[src/shared/emp_pkg.sv]
`default_nettype none
package emp_pkg;
  // Control/status register field positions.
  localparam int BW_BIT = 0;
  localparam int WL0_BIT = 1;
  localparam int WL1_BIT = 2;
  localparam int AM_LO = 3;
  localparam int AM_HI = 6;
  localparam int BUSY_BIT = 15;
  localparam int WL2_BIT = 16;
  localparam int RTS_BIT = 17;
  localparam int CSR_W = 24;
  localparam logic [23:0] CSR_RESET = 24'h000000;
  localparam logic [23:0] CSR_WMASK = 24'h030e7f;
  // Word length codes.
  localparam logic [2:0] WL_8 = 3'h0;
  localparam logic [2:0] WL_16 = 3'h1;
  localparam logic [2:0] WL_24 = 3'h2;
  localparam logic [2:0] WL_16A24 = 3'h3;
  localparam logic [2:0] WL_12 = 3'h5;
  localparam logic [2:0] WL_20 = 3'h6;
  // Addressing mode codes.
  localparam logic [3:0] AM_ABS_SRAM = 4'h0;
  localparam logic [3:0] AM_SRAM1 = 4'h1;
  localparam logic [3:0] AM_SRAM2 = 4'h2;
  localparam logic [3:0] AM_SRAM4 = 4'h3;
  // Address widths of the static modes and the base address width of the dynamic modes.
  localparam int SRAM1_AW = 18;
  localparam int SRAM2_AW = 17;
  localparam int SRAM4_AW = 15;
  localparam int DRAM_AW_BASE = 8;
  // Word and address widths.
  localparam int WORD_W = 24;
  localparam int ADDR_W = 24;
  localparam int MA_W = 18;
  localparam int NIB_W = 4;
  localparam int BYTE_W = 8;
  // Cycles from the engine issuing an address to its byte at the synchroniser output.
  localparam logic [3:0] RD_LAG = 4'h3;
  // Engine states.
  typedef enum logic [1:0] {
    EMP_IDLE = 2'b00,
    EMP_WRITE = 2'b01,
    EMP_READ = 2'b10
  } emp_state_t;
endpackage : emp_pkg
`default_nettype wire

[src/hdl/emp_fmt_decode.sv]
`default_nettype none
module emp_fmt_decode (
  // Format controls.
  input wire logic bus_width_sel_i,
  input wire logic [2:0] word_length_sel_i,
  input wire logic [3:0] addressing_mode_sel_i,
  // Derived counts.
  output logic [2:0] accesses_o,
  output logic [3:0] locations_o,
  output logic [4:0] data_bits_o,
  output logic relative_o,
  output logic dynamic_o,
  output logic format_ok_o
);
  // Per word length: bits moved, accesses and locations.
  always_comb begin
    data_bits_o = 5'd24;
    format_ok_o = 1'b1;
    accesses_o = 3'd6;
    locations_o = 4'd8;
    case (word_length_sel_i)
      emp_pkg::WL_8: begin
        data_bits_o = 5'd8;
        accesses_o = bus_width_sel_i ? 3'd1 : 3'd2;
        locations_o = bus_width_sel_i ? 4'd1 : 4'd2;
      end
      emp_pkg::WL_12: begin
        // RULE6 eight-bit rounding
        data_bits_o = bus_width_sel_i ? 5'd16 : 5'd12;
        accesses_o = bus_width_sel_i ? 3'd2 : 3'd3;
        locations_o = bus_width_sel_i ? 4'd2 : 4'd4;
      end
      emp_pkg::WL_16: begin
        data_bits_o = 5'd16;
        accesses_o = bus_width_sel_i ? 3'd2 : 3'd4;
        locations_o = bus_width_sel_i ? 4'd2 : 4'd4;
      end
      emp_pkg::WL_16A24: begin
        // RULE10 wide address accesses
        data_bits_o = 5'd16;
        accesses_o = bus_width_sel_i ? 3'd2 : 3'd4;
        locations_o = bus_width_sel_i ? 4'd4 : 4'd8;
      end
      emp_pkg::WL_20: begin
        // RULE6 eight-bit rounding
        data_bits_o = bus_width_sel_i ? 5'd24 : 5'd20;
        accesses_o = bus_width_sel_i ? 3'd3 : 3'd5;
        locations_o = bus_width_sel_i ? 4'd4 : 4'd8;
      end
      emp_pkg::WL_24: begin
        accesses_o = bus_width_sel_i ? 3'd3 : 3'd6;
        locations_o = bus_width_sel_i ? 4'd4 : 4'd8;
      end
      default: begin
        format_ok_o = 1'b0;
      end
    endcase
    // RULE15 mode type
    relative_o = (addressing_mode_sel_i[3:2] == 2'b01) ||
                 ((addressing_mode_sel_i[3:2] == 2'b00) &&
                  (addressing_mode_sel_i != emp_pkg::AM_ABS_SRAM));
    dynamic_o = addressing_mode_sel_i[2];
    if (addressing_mode_sel_i[3:2] == 2'b10) begin
      format_ok_o = 1'b0;
    end
    // RULE11 absolute locations
    if (!relative_o) begin
      locations_o = {1'b0, accesses_o};
    end
  end
endmodule : emp_fmt_decode
`default_nettype wire

[src/hdl/emp_word_pack.sv]
`default_nettype none
//Behaviour
//RULE1: Packing and unpacking take place in a 24-bit internal staging buffer.
//RULE2: 8- and 16-bit stores send only the buffer's upper bits.
//RULE3: 8- and 16-bit fetches are top aligned with zero fill.
//RULE4: 4-bit bus stores of 12/20-bit words send only the upper bits.
//RULE5: 4-bit bus fetches of 12/20-bit words are top aligned, zero filled.
//RULE6: 8-bit bus moves 12-bit words as 16, 20-bit as 24.
//RULE7: Writes copy write data into the buffer; buffer is not software visible.
//RULE8: Software leaves control bits alone while busy, except interrupt and trigger.
//RULE9: Control bit 0 selects 4- or 8-bit bus; reset clears it.
//RULE10: Accesses per word follow bus width and word length.
//RULE11: Relative words use power-of-two blocks; absolute locations equal accesses.
//RULE12: Bits 16,2,1 encode word length; reset clears them.
//RULE13: Bits 6 to 3 select addressing mode; reset clears them.
//RULE14: Static modes set address line count and chip select use.
//RULE15: Dynamic modes use 8 to 11 multiplexed lines; 10xx reserved.
//RULE16: Absolute static mode holds select 0 and address line 15 high.
//RULE17: Absolute modes with post-increment bump the base after each access.
//RULE18: The 16/24 format has 16-bit capacity in absolute modes.
//RULE19: Relative address is base minus read or write offset.
//RULE20: Most significant segment goes first at the lowest location.
//RULE21: Dynamic modes use one 4-bit device, or two on 8-bit bus.
module emp_word_pack (
  // Clock and reset.
  input wire logic core_clk_i,
  input wire logic arst_n_i,
  input wire logic soft_reset_i,
  // Control register port.
  input wire logic csr_we_i,
  input wire logic [23:0] csr_wdata_i,
  output logic [23:0] memif_control_status_o,
  // Transfer requests.
  input wire logic write_start_i,
  input wire logic [23:0] write_data_reg_i,
  input wire logic read_start_i,
  input wire logic [23:0] delay_base_reg_i,
  input wire logic [23:0] offset_i,
  input wire logic incr_en_i,
  // Word results.
  output logic [23:0] read_data_reg_o,
  output logic read_done_o,
  output logic write_done_o,
  output logic base_incr_o,
  // External memory pins.
  output logic [17:0] mem_addr_lines_o,
  output logic [3:0] mem_selects_o,
  output logic [7:0] mem_data_o,
  output logic mem_data_oe_o,
  output logic mem_strobe_o,
  input wire logic [7:0] mem_data_i
);
  logic [23:0] csr_ff;
  logic [23:0] pack_staging_buffer_ff;
  logic [3:0] seg_ff;
  logic [23:0] addr_ff;
  emp_pkg::emp_state_t state_ff;
  logic [7:0] din_s1_ff;
  logic [7:0] din_s2_ff;
  logic [17:0] ma_ff;
  logic [3:0] mcs_ff;
  logic [7:0] mdo_ff;
  logic oe_ff;
  logic stb_ff;
  logic [23:0] rdata_ff;
  logic rdone_ff;
  logic wdone_ff;
  logic incr_ff;
  logic [2:0] accesses;
  logic [3:0] locations;
  logic [4:0] data_bits;
  logic relative;
  logic dynamic;
  logic format_ok;
  logic bus8;
  logic [3:0] amode;
  logic [23:0] loc_addr;
  logic [23:0] word_mask;
  logic [23:0] seg_mask;
  logic [7:0] seg_out;
  logic [23:0] merged;
  logic last_seg;
  logic rd_last;
  logic issuing;
  logic [3:0] pseg;
  logic [3:0] rseg;

  assign bus8 = csr_ff[emp_pkg::BW_BIT];
  assign amode = csr_ff[emp_pkg::AM_HI:emp_pkg::AM_LO];

  emp_fmt_decode u_decode (
    .bus_width_sel_i(bus8),
    .word_length_sel_i({csr_ff[emp_pkg::WL2_BIT], csr_ff[emp_pkg::WL1_BIT],
                        csr_ff[emp_pkg::WL0_BIT]}),
    .addressing_mode_sel_i(amode),
    .accesses_o(accesses),
    .locations_o(locations),
    .data_bits_o(data_bits),
    .relative_o(relative),
    .dynamic_o(dynamic),
    .format_ok_o(format_ok)
  );

  ////////////////////////////////////////////////////////////////////////////
  // Control register; busy bit reflects the engine.
  // RULE9 reset clears bits
  always_ff @(posedge core_clk_i or negedge arst_n_i) begin
    if (!arst_n_i) begin
      csr_ff <= emp_pkg::CSR_RESET;
    end else if (soft_reset_i) begin
      csr_ff <= emp_pkg::CSR_RESET;
    end else begin
      // RULE12 word length field
      // RULE13 mode field
      if (csr_we_i) begin
        csr_ff <= csr_wdata_i & emp_pkg::CSR_WMASK;
      end
      csr_ff[emp_pkg::BUSY_BIT] <= (state_ff != emp_pkg::EMP_IDLE);
    end
  end

  ////////////////////////////////////////////////////////////////////////////
  // Input data pins pass two flip-flops before use.
  always_ff @(posedge core_clk_i or negedge arst_n_i) begin
    if (!arst_n_i) begin
      din_s1_ff <= 8'h00;
      din_s2_ff <= 8'h00;
    end else begin
      din_s1_ff <= mem_data_i;
      din_s2_ff <= din_s1_ff;
    end
  end

  ////////////////////////////////////////////////////////////////////////////
  // Engine step flags. Pins are driven for the word's accesses only; a read
  // then keeps stepping until its last byte has left the synchroniser, so
  // the segment being merged trails the segment being issued.
  always_comb begin
    issuing = (state_ff != emp_pkg::EMP_IDLE) && (seg_ff < {1'b0, accesses});
    last_seg = (seg_ff == {1'b0, accesses} - 4'd1);
    rd_last = (seg_ff == {1'b0, accesses} + emp_pkg::RD_LAG - 4'd1);
    pseg = issuing ? seg_ff : 4'h0;
    rseg = seg_ff - emp_pkg::RD_LAG;
  end

  ////////////////////////////////////////////////////////////////////////////
  // Segment selection, top of the buffer first.
  always_comb begin
    word_mask = 24'hffffff << (5'd24 - data_bits);
    // RULE20 msb first
    if (bus8) begin
      seg_out = pack_staging_buffer_ff[23 - 8 * pseg -: 8];
      seg_mask = 24'hff0000 >> (8 * rseg);
    end else begin
      seg_out = {4'h0, pack_staging_buffer_ff[23 - 4 * pseg -: 4]};
      seg_mask = 24'hf00000 >> (4 * rseg);
    end
    // RULE3 zero fill below
    // RULE5 nibble zero fill
    // A byte reaches the synchroniser output a fixed lag after its address
    // went out, so it belongs to the segment issued that many steps before.
    // Merging by the issue count would store bytes of the wrong segment.
    if (bus8) begin
      merged = (pack_staging_buffer_ff & ~seg_mask) |
               ({din_s2_ff, 16'h0000} >> (8 * rseg));
    end else begin
      merged = (pack_staging_buffer_ff & ~seg_mask) |
               ({din_s2_ff[3:0], 20'h00000} >> (4 * rseg));
    end
    merged = merged & word_mask;
    // RULE18 capacity via location count
    if (relative) begin
      loc_addr = addr_ff * {20'h00000, locations} +
                 ((locations == 4'd1) ? 24'h0 : {20'h00000, seg_ff});
    end else begin
      loc_addr = addr_ff;
    end
  end

  ////////////////////////////////////////////////////////////////////////////
  // Word engine: one bus access per cycle.
  always_ff @(posedge core_clk_i or negedge arst_n_i) begin
    if (!arst_n_i) begin
      state_ff <= emp_pkg::EMP_IDLE;
      seg_ff <= 4'h0;
      addr_ff <= 24'h000000;
      pack_staging_buffer_ff <= 24'h000000;
    end else if (soft_reset_i) begin
      state_ff <= emp_pkg::EMP_IDLE;
      seg_ff <= 4'h0;
    end else begin
      case (state_ff)
        emp_pkg::EMP_IDLE: begin
          seg_ff <= 4'h0;
          // RULE19 base minus offset
          addr_ff <= relative ? delay_base_reg_i - offset_i : delay_base_reg_i;
          if (write_start_i && format_ok) begin
            // RULE7 copy into buffer
            // RULE2 upper bits only
            // RULE4 nibble upper bits
            pack_staging_buffer_ff <= write_data_reg_i;
            state_ff <= emp_pkg::EMP_WRITE;
          end else if (read_start_i && format_ok) begin
            pack_staging_buffer_ff <= 24'h000000;
            state_ff <= emp_pkg::EMP_READ;
          end
        end
        emp_pkg::EMP_WRITE, emp_pkg::EMP_READ: begin
          // RULE1 hold in buffer
          // Reads count on through the synchroniser lag before the word is final.
          if ((state_ff == emp_pkg::EMP_READ) && (seg_ff >= emp_pkg::RD_LAG)) begin
            pack_staging_buffer_ff <= merged;
          end
          // RULE17 per access increment
          if (issuing && !relative && incr_en_i) begin
            addr_ff <= addr_ff + 24'h000001;
          end
          seg_ff <= seg_ff + 4'h1;
          if ((state_ff == emp_pkg::EMP_WRITE) ? last_seg : rd_last) begin
            state_ff <= emp_pkg::EMP_IDLE;
          end
        end
        default: begin
          state_ff <= emp_pkg::EMP_IDLE;
        end
      endcase
    end
  end

  ////////////////////////////////////////////////////////////////////////////
  // Pin drive. Strobe and data enable rise only for issued accesses, so the
  // read tail that waits on the synchroniser leaves the bus released.
  always_ff @(posedge core_clk_i or negedge arst_n_i) begin
    if (!arst_n_i) begin
      ma_ff <= 18'h00000;
      mcs_ff <= 4'h0;
      mdo_ff <= 8'h00;
      oe_ff <= 1'b0;
      stb_ff <= 1'b0;
    end else begin
      stb_ff <= issuing;
      oe_ff <= issuing && (state_ff == emp_pkg::EMP_WRITE);
      mdo_ff <= seg_out;
      // RULE14 static pin use
      // RULE16 absolute static mode
      // RULE21 dynamic device mapping
      case (amode)
        emp_pkg::AM_ABS_SRAM: begin
          ma_ff <= {3'b001, loc_addr[14:0]};
          mcs_ff <= 4'h1;
        end
        emp_pkg::AM_SRAM1: begin
          ma_ff <= loc_addr[17:0];
          mcs_ff <= 4'h1;
        end
        emp_pkg::AM_SRAM2: begin
          ma_ff <= {1'b0, loc_addr[16:0]};
          mcs_ff <= 4'h1 << loc_addr[17];
        end
        emp_pkg::AM_SRAM4: begin
          ma_ff <= {3'b000, loc_addr[14:0]};
          mcs_ff <= 4'h1 << loc_addr[16:15];
        end
        default: begin
          ma_ff <= dynamic ? (loc_addr[17:0] & ~(18'h3ffff << (4'd8 + amode[1:0])))
                           : 18'h00000;
          mcs_ff <= 4'h0;
        end
      endcase
    end
  end

  ////////////////////////////////////////////////////////////////////////////
  // Completion pulses, the finished read word and the base bump request.
  always_ff @(posedge core_clk_i or negedge arst_n_i) begin
    if (!arst_n_i) begin
      rdata_ff <= 24'h000000;
      rdone_ff <= 1'b0;
      wdone_ff <= 1'b0;
      incr_ff <= 1'b0;
    end else begin
      rdone_ff <= (state_ff == emp_pkg::EMP_READ) && rd_last;
      wdone_ff <= (state_ff == emp_pkg::EMP_WRITE) && last_seg;
      // RULE17 bump per access
      incr_ff <= issuing && incr_en_i && (!relative || last_seg);
      if ((state_ff == emp_pkg::EMP_READ) && rd_last) begin
        rdata_ff <= merged;
      end
    end
  end

  assign memif_control_status_o = csr_ff;
  assign read_data_reg_o = rdata_ff;
  assign read_done_o = rdone_ff;
  assign write_done_o = wdone_ff;
  assign base_incr_o = incr_ff;
  assign mem_addr_lines_o = ma_ff;
  assign mem_selects_o = mcs_ff;
  assign mem_data_o = mdo_ff;
  assign mem_data_oe_o = oe_ff;
  assign mem_strobe_o = stb_ff;
endmodule : emp_word_pack
`default_nettype wire

[config.mk]
export PLATFORM = sky130hd
export DESIGN_NAME = emp_word_pack
export DESIGN_NICKNAME = d
export VERILOG_FILES = /design/src/shared/emp_pkg.sv /design/src/hdl/emp_fmt_decode.sv /design/src/hdl/emp_word_pack.sv
export SDC_FILE = /design/constraint.sdc
export NUM_CORES = 1
export LEC_CHECK = 0
export ABC_CLOCK_PERIOD_IN_PS = 8200
export BUFFER_PORTS_ARGS = -buffer_cell sky130_fd_sc_hd__buf_2
export CORE_ASPECT_RATIO = 1.5
export CORE_UTILIZATION = 59
export DETAILED_ROUTE_END_ITERATION = 10
export PLACE_DENSITY = 0.86
export SLEW_MARGIN = 10
export SYNTH_ARGS = -nofsm -noshare
export SYNTH_HDL_FRONTEND = slang
export SYNTH_SLANG_ARGS = --single-unit
[constraint.sdc]
create_clock -name core_clk_i -period 8.2 [get_ports core_clk_i]
set_input_delay 0.82 -clock core_clk_i [delete_from_list [all_inputs] [get_ports core_clk_i]]
set_output_delay 0.82 -clock core_clk_i [all_outputs]
set_load 0.05 [all_outputs]
Word level (Yosys, flattened, before mapping)
Index checks and enable logic that the tools add are counted.
{"block": "op_classes", "n_addsub": 12, "multipliers": 1, "div": 0, "order_cmp": 2, "n_eq_ne": 20, "shift": 10, "mux": 42, "n_bitwise": 8, "n_reduce_logical": 33}
{"operator": "$mux 24", "count": 9}
{"operator": "$pmux 24 s2", "count": 2}
{"operator": "$pmux 18 s4", "count": 1}
{"operator": "$and 24x24->24", "count": 2}
{"operator": "$or 24x24->24", "count": 2}
{"operator": "$mux 18", "count": 2}
{"operator": "$shiftx 27x33->4", "count": 1}
{"operator": "$shiftx 31x33->8", "count": 1}
{"operator": "$add 24x1->24 const B", "count": 1}
{"operator": "$mul 24x4->18", "count": 1}
{"operator": "$mux 4", "count": 6}
{"operator": "$not 24->24", "count": 1}
{"operator": "$pmux 4 s3", "count": 2}
{"operator": "$shl 24x5->24 const A", "count": 1}
{"operator": "$shr 24x6->24", "count": 1}
{"operator": "$shr 24x6->24 const A", "count": 1}
{"operator": "$shr 24x7->24", "count": 1}
{"operator": "$shr 24x7->24 const A", "count": 1}
{"operator": "$sub 24x24->24", "count": 1}
{"operator": "$pmux 5 s4", "count": 1}
{"operator": "$add 18x4->18", "count": 1}
{"operator": "$and 18x18->18", "count": 1}
{"operator": "$not 18->18", "count": 1}
{"operator": "$shl 18x4->18 const A", "count": 1}
{"operator": "48 further kinds", "count": 86}
{"block": "word_totals", "reg_bits": 153, "latchBits": 0, "ram_bits": 0, "romBits": 0, "input_bits": 111, "output_inout_bits": 83, "wordCells": 145, "memories": 0}

Logic depth before layout (Yosys ltp)
Gate-level depths: netlist of the first run.
{"block": "depth", "depth_word": 11, "mapped_depth": 22, "depth_no_buf": 20}

Hierarchy
Synthesis of the first run repeated with hierarchy kept, for this count alone.
{"block": "hier_totals", "cells_unflattened": 1218, "hier_area_um2": 10822.9}
{"module": "emp_word_pack", "n_inst": 1, "cells_per_inst": 1174, "area_per_inst_um2": 10540.1, "seq_area_each_um2": 3403.3}
{"module": "emp_fmt_decode", "n_inst": 1, "cells_per_inst": 44, "area_per_inst_um2": 282.8, "seq_area_each_um2": 0.0}

Worst setup path after synthesis of the first run
OpenSTA, ideal clock, no wires.
{"block": "synth_timing", "path_kind": "register -> register", "from": "register csr_ff[4], in the netlist memif_control_status_o[4]", "to": "register mcs_ff[1], in the netlist mem_selects_o[1]", "setup_ns": 0.087, "arrival_time_ns": 5.714, "required_ns": 8.113, "path_slack_ns": 2.400, "path_stages_with_launch": 22, "n_path_buf": 2, "period_less_slack_ns": 5.800, "path_cell_list": "dfrtp_1 -> nor3_4 -> or2_2 -> buf_6 -> xnor2_2 -> a221oi_4 -> clkbuf_1 -> nand2b_1 -> fa_1 -> fa_1 -> fa_1 -> inv_1 -> ha_1 -> a211oi_1 -> nor2_1 -> o211a_1 -> o32ai_1 -> xnor2_1 -> nand2_1 -> a31o_2 -> o2111a_1 -> a211oi_2"}
{"block": "synth_via", "elab_chain_len": 10, "elab_cells_between_ends": 17, "classes_between": "1 x add/sub; 1 x mul; 4 x eq/ne; 2 x shift; 4 x mux; 5 x reduce/logical"}
{"item": "start: declaration", "line": "emp_word_pack.sv:53", "source": "logic [23:0] csr_ff;"}
{"item": "start signal: assignment", "line": "emp_word_pack.sv:109", "source": "csr_ff <= emp_pkg::CSR_RESET;"}
{"item": "start signal: assignment", "line": "emp_word_pack.sv:111", "source": "csr_ff <= emp_pkg::CSR_RESET;"}
{"item": "start signal: assignment", "line": "emp_word_pack.sv:116", "source": "csr_ff <= csr_wdata_i & emp_pkg::CSR_WMASK;"}
{"item": "parallel branches: the longest is 9 deep, another holds $mul 24x4->18"}
{"item": "$pmux 4 s3 (*)", "line": "emp_word_pack.sv:247", "source": "case (amode)"}
{"item": "end signal: assignment", "line": "emp_word_pack.sv:258", "source": "mcs_ff <= 4'h1 << loc_addr[17];"}
{"item": "end signal: assignment", "line": "emp_word_pack.sv:262", "source": "mcs_ff <= 4'h1 << loc_addr[16:15];"}
{"item": "end: declaration", "line": "emp_word_pack.sv:61", "source": "logic [3:0] mcs_ff;"}
Every way passes the cells marked *.
A chain may end at the register's enable or synchronous reset.

Worst setup path in the final report of the first run
{"block": "layout_timing", "from": "register csr_ff[5], in the netlist memif_control_status_o[5]", "to": "register mcs_ff[1], in the netlist mem_selects_o[1]"}
{"block": "layout_via", "elab_chain_len": 10, "elab_cells_between_ends": 19, "classes_between": "1 x add/sub; 1 x mul; 5 x eq/ne; 2 x shift; 4 x mux; 6 x reduce/logical"}
{"item": "parallel branches: the longest is 9 deep, another holds $mul 24x4->18"}
{"item": "$pmux 4 s3 (*)", "line": "emp_word_pack.sv:247"}
Marks and branches as above.

==> reports/results.tsv, run 1 <==
metric	value	unit
nNetsFinal	1523	
initial_core_util	60.17	%
drc	0	
ys_top_cells_by_count	nand2_1, dfrtp_1, nor2_1, a21oi_1, ha_1	
n_antenna_cell	0	
cts.path.max_buffers	2	
avgSynthCellArea	8.743	um^2
startpoint_type	flop	
timing.final.crit_share	81.48	%
cts_setup_buffers	0	
ir_drop	247.5	uV
period_minus_slack	6.682	ns
root_buffer	clkbuf_16	
ys_ff_latch	136	
drtPass1Iterations	8	
clk_pin_slew	0.07	ns
clock-sinks	136	
cts_resized	0	
ys_top_cells_by_area	dfrtp_1, ha_1, fa_1	
status	finished clean	
wl_per_cell	19.03	um
slew-limit-headroom	15.23	%
worstMarginPinSlew	1.272	ns
antenna_found_initial	0	
grt_max_degree	72	
fin_area	0.01182	mm^2
worst_ep_required_time	8.53	ns
port_buffers	158	
post-dp-hpwl	21400	um
fin_skew	0.01233	ns
ys.flop_type	dfrtp_1	
cts_tree	yes	
grt_pass1_vias	9338	
place.gp.congestion	0.9624	
max_freq	149.7	MHz
grt_overflow	0	
rsz0062_at_grt	no	
vias	9632	
die_area	0.01824	mm^2
yosysSeqAreaShare	32.60	%
maxCapViolCount	0	
synth_cells	1194	
yosys.cell_count.top_type	nand2_1	
maxSlewViolCount	0	
power.density	339.5	mW/mm^2
clkLatencyLatePin	0.43	ns
power_leakage	5.676	nW
finalSetupViolCount	0	
crit_path_max_fanout	36	
drt_wl_total	29140	um
finalHoldViolCount	0	
yosysUniqueCellTypes	82	
yosysTopAreaCell	dfrtp_1	
grt_pass1_wl	45970	um
synth_top_area_share	32.60	%
htree_levels	4	
cts_buffers	17	
coreArea	0.01735	mm^2
cp.arrival	7.01	ns
power	0.004014	W
drtIter0Drc	732	
grtUsageTotal	31.84	%
ant_nets	0	
placementRows	59	
placed_cell_area	0.01121	mm^2
vias_per_cell	6.291	
ys_warn_count	0	
final.setup.tns	0	ns
synth_edf_count	0	
syn_area	0.01044	mm^2
design.portCount	194	
ctsHoldBuffers	0	
cp-end-kind	flop	
synthArstFlopShare	100.0	%
final_layout_size_suffix_gt1_share	17.53	%
syn2layout_area_growth	13.26	%
nFillCells	1359	
crit_type	flop to flop	
die_w	110.6	um
hp-class	flop to flop	
die_h	164.9	um
==> metal layers <==
layer  global-route usage [%]  vias up  routed length (um)
li1                         -     4409                   -
met1                    32.71     4619               10080
met2                    58.44      452               15590
met3                    3.963      152                1339
met4                    25.52        0                2123
met5                        0        -                   0
==> cells by family (layout without fill, tap and decap cells) <==
| family | Yosys count | count (layout) | share of synthesized area [%] |
|---|---|---|---|
| simple gates | 421 | 421 | 19.29 |
| compound gates | 312 | 312 | 19.92 |
| buf+inv | 141 | 255 | 5.789 |
| flops | 136 | 136 | 32.60 |
| fa+ha+maj | 108 | 108 | 15.22 |
| xor+xnor | 46 | 46 | 4.147 |
| mux | 29 | 29 | 2.997 |
| other cells | 1 | 11 | 0.03592 |
==> cell type report <==
| type | instances | area, um^2 | share of cell area (%) |
|---|---|---|---|
| Multi-Input combinational cell | 927 | 6471 | 54.74 |
| Clock inverter | 14 | 175.2 | 1.482 |
| Sequential cell | 136 | 3403 | 28.79 |
| Tap cell | 213 | 266.5 | 2.254 |
| Timing Repair Buffer | 165 | 849.6 | 7.186 |
| Clock buffer | 18 | 439.2 | 3.715 |
| Inverter | 58 | 217.7 | 1.841 |
==> flip-flops by register name (all words and copies together) (netlist names), 8 cells and up <==
register,cells
din_s2_ff,8
pack_staging_buffer_ff,24
mem_addr_lines_o,18
addr_ff,18
mem_data_o,8
memif_control_status_o,13
read_data_reg_o,24
din_s1_ff,8
==> cells in the final DEF (no fill, tap or decap), types with 5 or more instances in the layout <==
master     netlist  layout
a211oi_1        13      13
a21o_1           9       9
a21oi_1         80      80
a222oi_1         8       8
a22o_1           5       5
a22oi_1         35      35
a31oi_1          9       9
and2_1          44      44
and3_1           7       7
buf_2            5     157
buf_4           14       7
clkbuf_16        0      17
conb_1           1      11
dfrtp_1        136     136
fa_1            32      32
ha_1            75      74
inv_1           58      58
inv_6            0       6
mux2_2           8       8
mux2i_1         20      20
nand2_1        155     155
nand2b_1        10      10
nand3_1         25      25
nand4_1          9       9
nor2_1          89      89
nor2b_1         19      19
nor3_1          27      27
o21a_1          10      10
o21ai_0         70      70
o22ai_1          6       6
o31ai_1         17      17
or2_2            6       6
or3_1            5       5
xnor2_1         26      26
xor2_1          16      16
==> power by group <==
group          switching [W]  leakage [nW]  total, W  internal (W)
Combinational        0.00135          3.62   0.00212      0.000771
Clock               0.000343         0.305  0.000814      0.000472
Sequential          0.000237          1.75   0.00108      0.000845
Total                0.00193          5.68   0.00401       0.00209
==> worst paths after layout <==
check | from | end | slack, ns | cells past startpoint
worst max register to register | memif_control_status_o[5] | mem_selects_o[1] | 1.52 | 19
min in group asynchronous | arst_n_i | pack_staging_buffer_ff[1] | 0.40 | 1
max in group asynchronous | arst_n_i | base_incr_o | 6.48 | 2
worst max-delay path | memif_control_status_o[5] | mem_selects_o[1] | 1.52 | 19
worst min register to register | din_s1_ff[6] | din_s2_ff[6] | 0.33 | 0
worst min-delay path | din_s1_ff[6] | din_s2_ff[6] | 0.33 | 0
==> worst max-delay path: stages (launching register included) <==
cell and delay [ns]:
dfrtp_1 0.53, nor3_4 0.37, or2_2 0.68, xnor2_2 0.18, a221oi_4 0.76, nand2b_1 0.23, fa_1 0.45, fa_1 0.51
fa_1 0.55, inv_1 0.05, ha_1 0.35, a211oi_1 0.25, nor2_1 0.12, o211a_1 0.27, o32ai_1 0.32, xnor2_1 0.21
nand2_1 0.09, a31o_2 0.26, o2111a_1 0.17, a211oi_2 0.22
==> metrics by stage <==
step | hold WS, ns | cells | setup WS [ns] | util, %
2_1_floorplan | 0.3312 | 1204 | 2.400 | -
3_3_place_gp | 0.3334 | 1499 | 1.748 | 64.61
3_5_place_dp | 0.3347 | 1499 | 1.593 | 64.61
4_1_cts | 0.3382 | 1531 | 1.564 | 68.15
5_1_grt | 0.3428 | 1531 | 1.182 | 68.15
6_report | 0.3350 | 1531 | 1.518 | 68.15
No activity file was read; power rests on OpenSTA's default activity.
==> inputs of run 2 (changes only) <==
- ABC_CLOCK_PERIOD_IN_PS: 8200 -> 5850
- CORE_UTILIZATION: 59 -> 52
- PLACE_DENSITY: 0.86 -> 0.8
- clock period: 8.2 -> 5.85 ns (I/O delays scaled with it)
==> run 2 against run 1 <==
  * Worst setup slack worse by 1.2 ns
  * Clock skew is 0.0030 ns lower
  * Utilization is 7.2 points lower
  * Global-route usage is 2.6 points lower
  * Combinational power is 40% higher
  * Routed wire length is 1.2% higher
  * Sequential power is 43% higher
  * Die area is 13% higher
  * First-iteration DRC count is 1.2% higher
  * Cell area is 1.5% higher
  * Register-to-register slack worse by 1.2 ns
  * Count of clock-buffer cells in the layout stayed put
  * Largest power group unchanged
  * Highest routed layer unchanged
==> reports/results.tsv, run 2 (synthesis results as in run 1) <==
metric	value	unit	change
ir_drop	252.6	uV	+2.1%
r2r_cells	21		+2
drc	0		unchanged
finalSetupViolCount	0		unchanged
drt_wl_total	29490	um	+1.2%
path_common_cell	buf_4		
finalHoldViolCount	0		unchanged
initial_core_util	52.97	%	-7.2 points
placementRows	63		+6.8%
layout_commonest_cell	buf_2		
vias	9496		-1.4%
cts_tree	yes		
fin_area	0.01200	mm^2	+1.5%
drtPass1Iterations	7		-1
wl_per_cell	18.50	um	-2.8%
antenna_found_initial	0		unchanged
grtUsageTotal	29.24	%	-2.6 points
timing.final.crit_share	94.98	%	+14 points
htree_levels	4		unchanged
rsz0062_at_grt	no		
ant_nets	0		unchanged
status	finished clean		
place.gp.congestion	0.9788		+1.7%
max_stage_delay	0.55	ns	-0.21 ns
ctsHoldBuffers	0		unchanged
nFillCells	1745		+28%
drtIter0Drc	741		+1.2%
grt_overflow	0		unchanged
die_area	0.02066	mm^2	+13%
crit_family	compound AO/OA/AOI/OAI gates		
fin_cells	1594		+4.1%
final_layout_size_suffix_gt1_share	18.52	%	+0.99 points
power_leakage	5.753	nW	+1.4%
grt_max_degree	100		+39%
clk_pin_slew	0.06	ns	about the same
final_cell_mix	buf_2, nand2_1, dfrtp_1		
syn2layout_area_growth	14.98	%	
grt_pass1_vias	9510		+1.8%
maxCapViolCount	0		unchanged
vias_per_cell	5.957		-5.3%
cp-end-kind	flop		
cp_slowest_cell	fa_1		
power.density	468.8	mW/mm^2	+38%
clock-sinks	136		unchanged
cp.arrival	5.91	ns	-1.10 ns
startpoint_type	flop		
post-dp-hpwl	22240	um	+3.9%
coreArea	0.01971	mm^2	+14%
placedCellCount	1561		+4.1%
slew-limit-headroom	34.87	%	+20 points
cts.path.max_buffers	2		unchanged
fin_skew	0.009294	ns	-0.003040 ns
design.portCount	194		unchanged
grt_pass1_wl	47240	um	+2.8%
root_buffer	clkbuf_16		
n_antenna_cell	0		unchanged
clkLatencyLatePin	0.44	ns	about the same
path_cells	buf_4 > or2_2 > buf_4 > a221oi_4 > buf_4 > and2b_1 > ha_1 > inv_1 > fa_1 > fa_1 > inv_1 > ha_1 > a211oi_1 > nor2_1 > o211a_1 > o32ai_1 > xnor2_1 > nand2_1 > a31o_2 > o2111a_1 > a211oi_2		
crit_cells	21		+2
max_freq	180.0	MHz	+20%
crit_path_max_fanout	15		-58%
crit_type	flop to flop		
placed_cell_area	0.01138	mm^2	+1.5%
cts_buffers	17		unchanged
worst-path-buf-inv	5		+4
worst_ep_required_time	6.20	ns	-2.33 ns
period_minus_slack	5.557	ns	-1.125 ns
nNetsFinal	1539		+1.1%
die_h	175.5	um	+6.4%
die_w	117.7	um	+6.4%
worstMarginPinSlew	0.9746	ns	-0.2970 ns
final.setup.tns	0	ns	unchanged
power	0.005627	W	+40%
port_buffers	158		unchanged
maxSlewViolCount	0		unchanged
hp-class	primary input to asynchronous set/reset pin		
[run 2: cell types whose count changed in the layout (fill, tap and decap cells not counted), sizes merged]
| cell | before | now |
|---|---|---|
| buf | 165 | 181 |
| inv | 68 | 64 |
| clkinv | 2 | 5 |
| bufinv | 2 | 3 |
[run 2: per-stage QoR]
step / setup slack (ns) / hold WS, ns / util (%)
2_1_floorplan: 0.04963 / 0.2894 / -
3_3_place_gp: 0.1353 / 0.3333 / 57.75
4_1_cts: 0.03027 / 0.2490 / 60.86
3_5_place_dp: 0.06965 / 0.3362 / 57.75
6_report: 0.2934 / 0.2236 / 60.91
5_1_grt: 0.02764 / 0.2492 / 60.91
[run 2: per-layer routing]
metal	up-vias	GRT usage [%]	wire (um)
met2	330	54.22	16020
met5	-	0	0
met1	4612	29.56	10370
met3	110	4.416	1042
li1	4444	-	-
met4	0	21.37	2063
[run 2: path summary, 6_finish.rpt]
path                                            from                   endpoint  slack [ns]
min in group core_clk_i                mem_data_i[3]               din_s1_ff[3]        0.26
max                        memif_control_status_o[6]           mem_selects_o[1]        0.29
max in group asynchronous                   arst_n_i  memif_control_status_o[0]        4.61
min                                         arst_n_i              mem_data_o[0]        0.22
min reg2reg                             din_s1_ff[5]               din_s2_ff[5]        0.34
max reg2reg                memif_control_status_o[6]           mem_selects_o[1]        0.29
[run 2: worst reg2reg max path: stages, from the launching register on]
cell and delay, ns:
dfrtp_1 0.45, buf_4 0.20, or2_2 0.35, buf_4 0.20
a221oi_4 0.27, buf_4 0.26, and2b_1 0.21, ha_1 0.17
inv_1 0.07, fa_1 0.45, fa_1 0.55, inv_1 0.05
ha_1 0.35, a211oi_1 0.28, nor2_1 0.13, o211a_1 0.27
o32ai_1 0.32, xnor2_1 0.21, nand2_1 0.08, a31o_2 0.24
o2111a_1 0.17, a211oi_2 0.20
[run 2: cell type report]
cell class                 count  area [um^2]  area share (%)
multi-input combinational    927         6471           53.91
sequential                   136         3405           28.36
timing repair buffer         181        969.7           8.079
clock buffer                  18        429.2           3.576
tap                          260        325.3           2.710
inverter                      58        217.7           1.814
clock inverter                14        185.2           1.543
[run 2: where the power goes]
part / switching (W) / internal (W) / total (W)
Clock: 0.000448 / 0.000681 / 0.00113
Sequential: 0.000349 / 0.00119 / 0.00154
Combinational: 0.00187 / 0.00109 / 0.00296
[run 2: what timing repair did]
action,CTS,global route
setup buffers,0,1
endpoints found under the setup margin,0,6
resized for setup,0,1
==> inputs of run 3 (changes only) <==
- BUFFER_PORTS_ARGS: -buffer_cell sky130_fd_sc_hd__buf_2 -> -buffer_cell sky130_fd_sc_hd__clkbuf_2
==> run 3 against run 2 <==
  * Total power up 0.62%
  * Maximum frequency decreased by 0.15%
  * Cell area up 0.40%
  * Utilization grew 0.24 points
  * Sequential cell count unchanged
  * Clock skew about the same
  * Die area is the same
==> reports/results.tsv, run 3 (synthesis results as in run 1) <==
metric	value	unit	change
cp.arrival	5.91	ns	about the same
cts_buffers	17		unchanged
cp-end-kind	flop		
r2r_cells	19		-9.5%
nNetsFinal	1541		+0.13%
path_common_cell	fa_1		
grt_max_degree	95		-5.0%
maxCapViolCount	0		unchanged
vias_per_cell	5.917		-0.67%
antenna_found_initial	0		unchanged
grt_overflow	0		unchanged
grt_pass1_wl	46450	um	-1.7%
fin_area	0.01205	mm^2	+0.40%
die_area	0.02066	mm^2	unchanged
final_cell_mix	clkbuf_2, nand2_1, dfrtp_1		
port_buffers	158		unchanged
placementRows	63		unchanged
n_antenna_cell	0		unchanged
htree_levels	4		unchanged
place.gp.congestion	0.9853		+0.66%
coreArea	0.01971	mm^2	unchanged
path_cells	buf_4 > or2_2 > xnor2_2 > a221oi_4 > nand2b_1 > fa_1 > fa_1 > fa_1 > inv_1 > ha_1 > a211oi_1 > nor2_1 > o211a_1 > o32ai_2 > xnor2_1 > nand2_1 > a31o_2 > o2111a_1 > a211oi_2		
root_buffer	clkbuf_16		
post-dp-hpwl	22140	um	-0.45%
p_switching	0.002691	W	+0.82%
drtPass1Iterations	6		-1
rsz0062_at_grt	no		
hold-worst-slack	0.2496	ns	+0.02596 ns
finalHoldViolCount	0		unchanged
crit_family	adder cells		
initial_core_util	52.97	%	unchanged
seqPwrFrac	27.1	%	-0.2 points
reg2reg_to	mem_selects_o[1]		
design.portCount	194		unchanged
ctsHoldBuffers	0		unchanged
finalSetupViolCount	0		unchanged
clock-sinks	136		unchanged
crit_path_max_fanout	10		-5
fin_skew	0.009267	ns	-0.00002692 ns
fin_cells	1596		+0.13%
drt_wl_total	29020	um	-1.6%
timing.rr.start	memif_control_status_o[6]		
status	finished clean		
placed_cell_area	0.01139	mm^2	about the same
worst_ep_required_time	6.20	ns	about the same
final.setup.tns	0	ns	unchanged
max_stage_delay	0.55	ns	about the same
power_leakage	5.745	nW	-0.15%
drc	0		unchanged
maxSlewViolCount	0		unchanged
fin_util	61.15	%	+0.24 points
drtIter0Drc	745		+0.54%
worstMarginPinSlew	0.9629	ns	-0.01175 ns
final_layout_size_suffix_gt1_share	18.79	%	+0.27 points
slew-limit-headroom	34.90	%	+0.036 points
reg2reg_slack	0.29	ns	about the same
period_minus_slack	5.565	ns	+0.008156 ns
placedCellCount	1562		+0.064%
power.density	469.8	mW/mm^2	+0.23%
ant_nets	0		unchanged
grt_pass1_vias	9151		-3.8%
ir_drop	244.7	uV	-3.1%
clkPwrFrac	20.4	%	+0.3 points
worst-path-buf-inv	2		-3
die_h	175.5	um	unchanged
clkLatencyLatePin	0.44	ns	about the same
combPwrFrac	52.5	%	-0.2 points
wl_per_cell	18.18	um	-1.7%
hp-class	primary input to asynchronous set/reset pin		
cp_slowest_cell	fa_1		
intPower	0.002971	W	+0.44%
layout_commonest_cell	clkbuf_2		
cts.path.max_buffers	2		unchanged
crit_type	flop to flop		
max_freq	179.7	MHz	-0.15%
startpoint_type	flop		
clk_pin_slew	0.06	ns	about the same
syn2layout_area_growth	15.44	%	
die_w	117.7	um	unchanged
grtUsageTotal	28.80	%	-0.44 points
power.share.switching	47.53	%	+0.095 points
timing.final.crit_share	95.12	%	+0.14 points
cts_tree	yes		
vias	9444		-0.55%
==> run 3: changes by cell type in the layout (fill, tap and decap cells not counted), sizes merged <==
cell      before  now
clkbuf        18  174
clkinvlp       0    2
buf          181   26
clkinv         5    1
inv           64   67
==> run 3: layer usage <==
metal	global-route usage, %	wire [um]	vias up
li1	-	-	4455
met1	30.37	10270	4532
met2	52.23	15500	342
met3	4.026	1124	115
met4	20.94	2134	0
met5	0	0	-
==> run 3: how the worst max path moves through the flow <==
stage	from	end	slack, ns	depth (start not counted)
2_1_floorplan	memif_control_status_o[4]	mem_selects_o[1]	0.05	21
3_3_place_gp	memif_control_status_o[5]	mem_selects_o[1]	0.14	18
3_5_place_dp	memif_control_status_o[5]	mem_selects_o[1]	0.03	18
4_1_cts	memif_control_status_o[6]	mem_selects_o[1]	0.27	21
5_1_grt	memif_control_status_o[0]	mem_selects_o[1]	0.02	19
6_report	memif_control_status_o[6]	mem_selects_o[1]	0.29	19
==> run 3: through the flow <==
step                      worst slack (ns)  power [W]
after floorplan                    0.04963   0.003669
after global placement              0.1361   0.004401
after detailed placement           0.03048   0.004471
after CTS                           0.2702   0.005648
after global routing               0.01919   0.006022
final                               0.2852   0.005662
==> run 3: worst reg2reg max path: stages (launching register included) <==
cell and delay (ns):
dfrtp_1 0.46, buf_4 0.21, or2_2 0.35, xnor2_2 0.17, a221oi_4 0.33, nand2b_1 0.17
fa_1 0.46, fa_1 0.52, fa_1 0.55, inv_1 0.05, ha_1 0.35, a211oi_1 0.26
nor2_1 0.12, o211a_1 0.28, o32ai_2 0.32, xnor2_1 0.21, nand2_1 0.10, a31o_2 0.24
o2111a_1 0.15, a211oi_2 0.19
==> run 3: repair_timing <==
item	CTS	global route
resized for setup	0	3
setup endpoints to repair	1	1
gates cloned	0	0
buffers inserted	2	0
pin swaps	1	0
==> run 3: final cells by class <==
cell class,count,area (um^2)
fillers,1747,7656
well taps,260,325.3
inverters,58,217.7
multi-input cells,927,6482
clock inverters,15,207.7
repair buffers,183,988.4
clock buffers,17,425.4
flip-flops and latches,136,3403
==> run 3: power by group through the flow <==
stage               Clock (W)  Combinational [W]  Sequential [W]
finish                0.00116            0.00297         0.00153
global route          0.00121            0.00326         0.00155
CTS                   0.00117            0.00296         0.00152
detailed placement          0            0.00293         0.00154
global placement            0            0.00287         0.00153
floorplan                   0            0.00189         0.00178
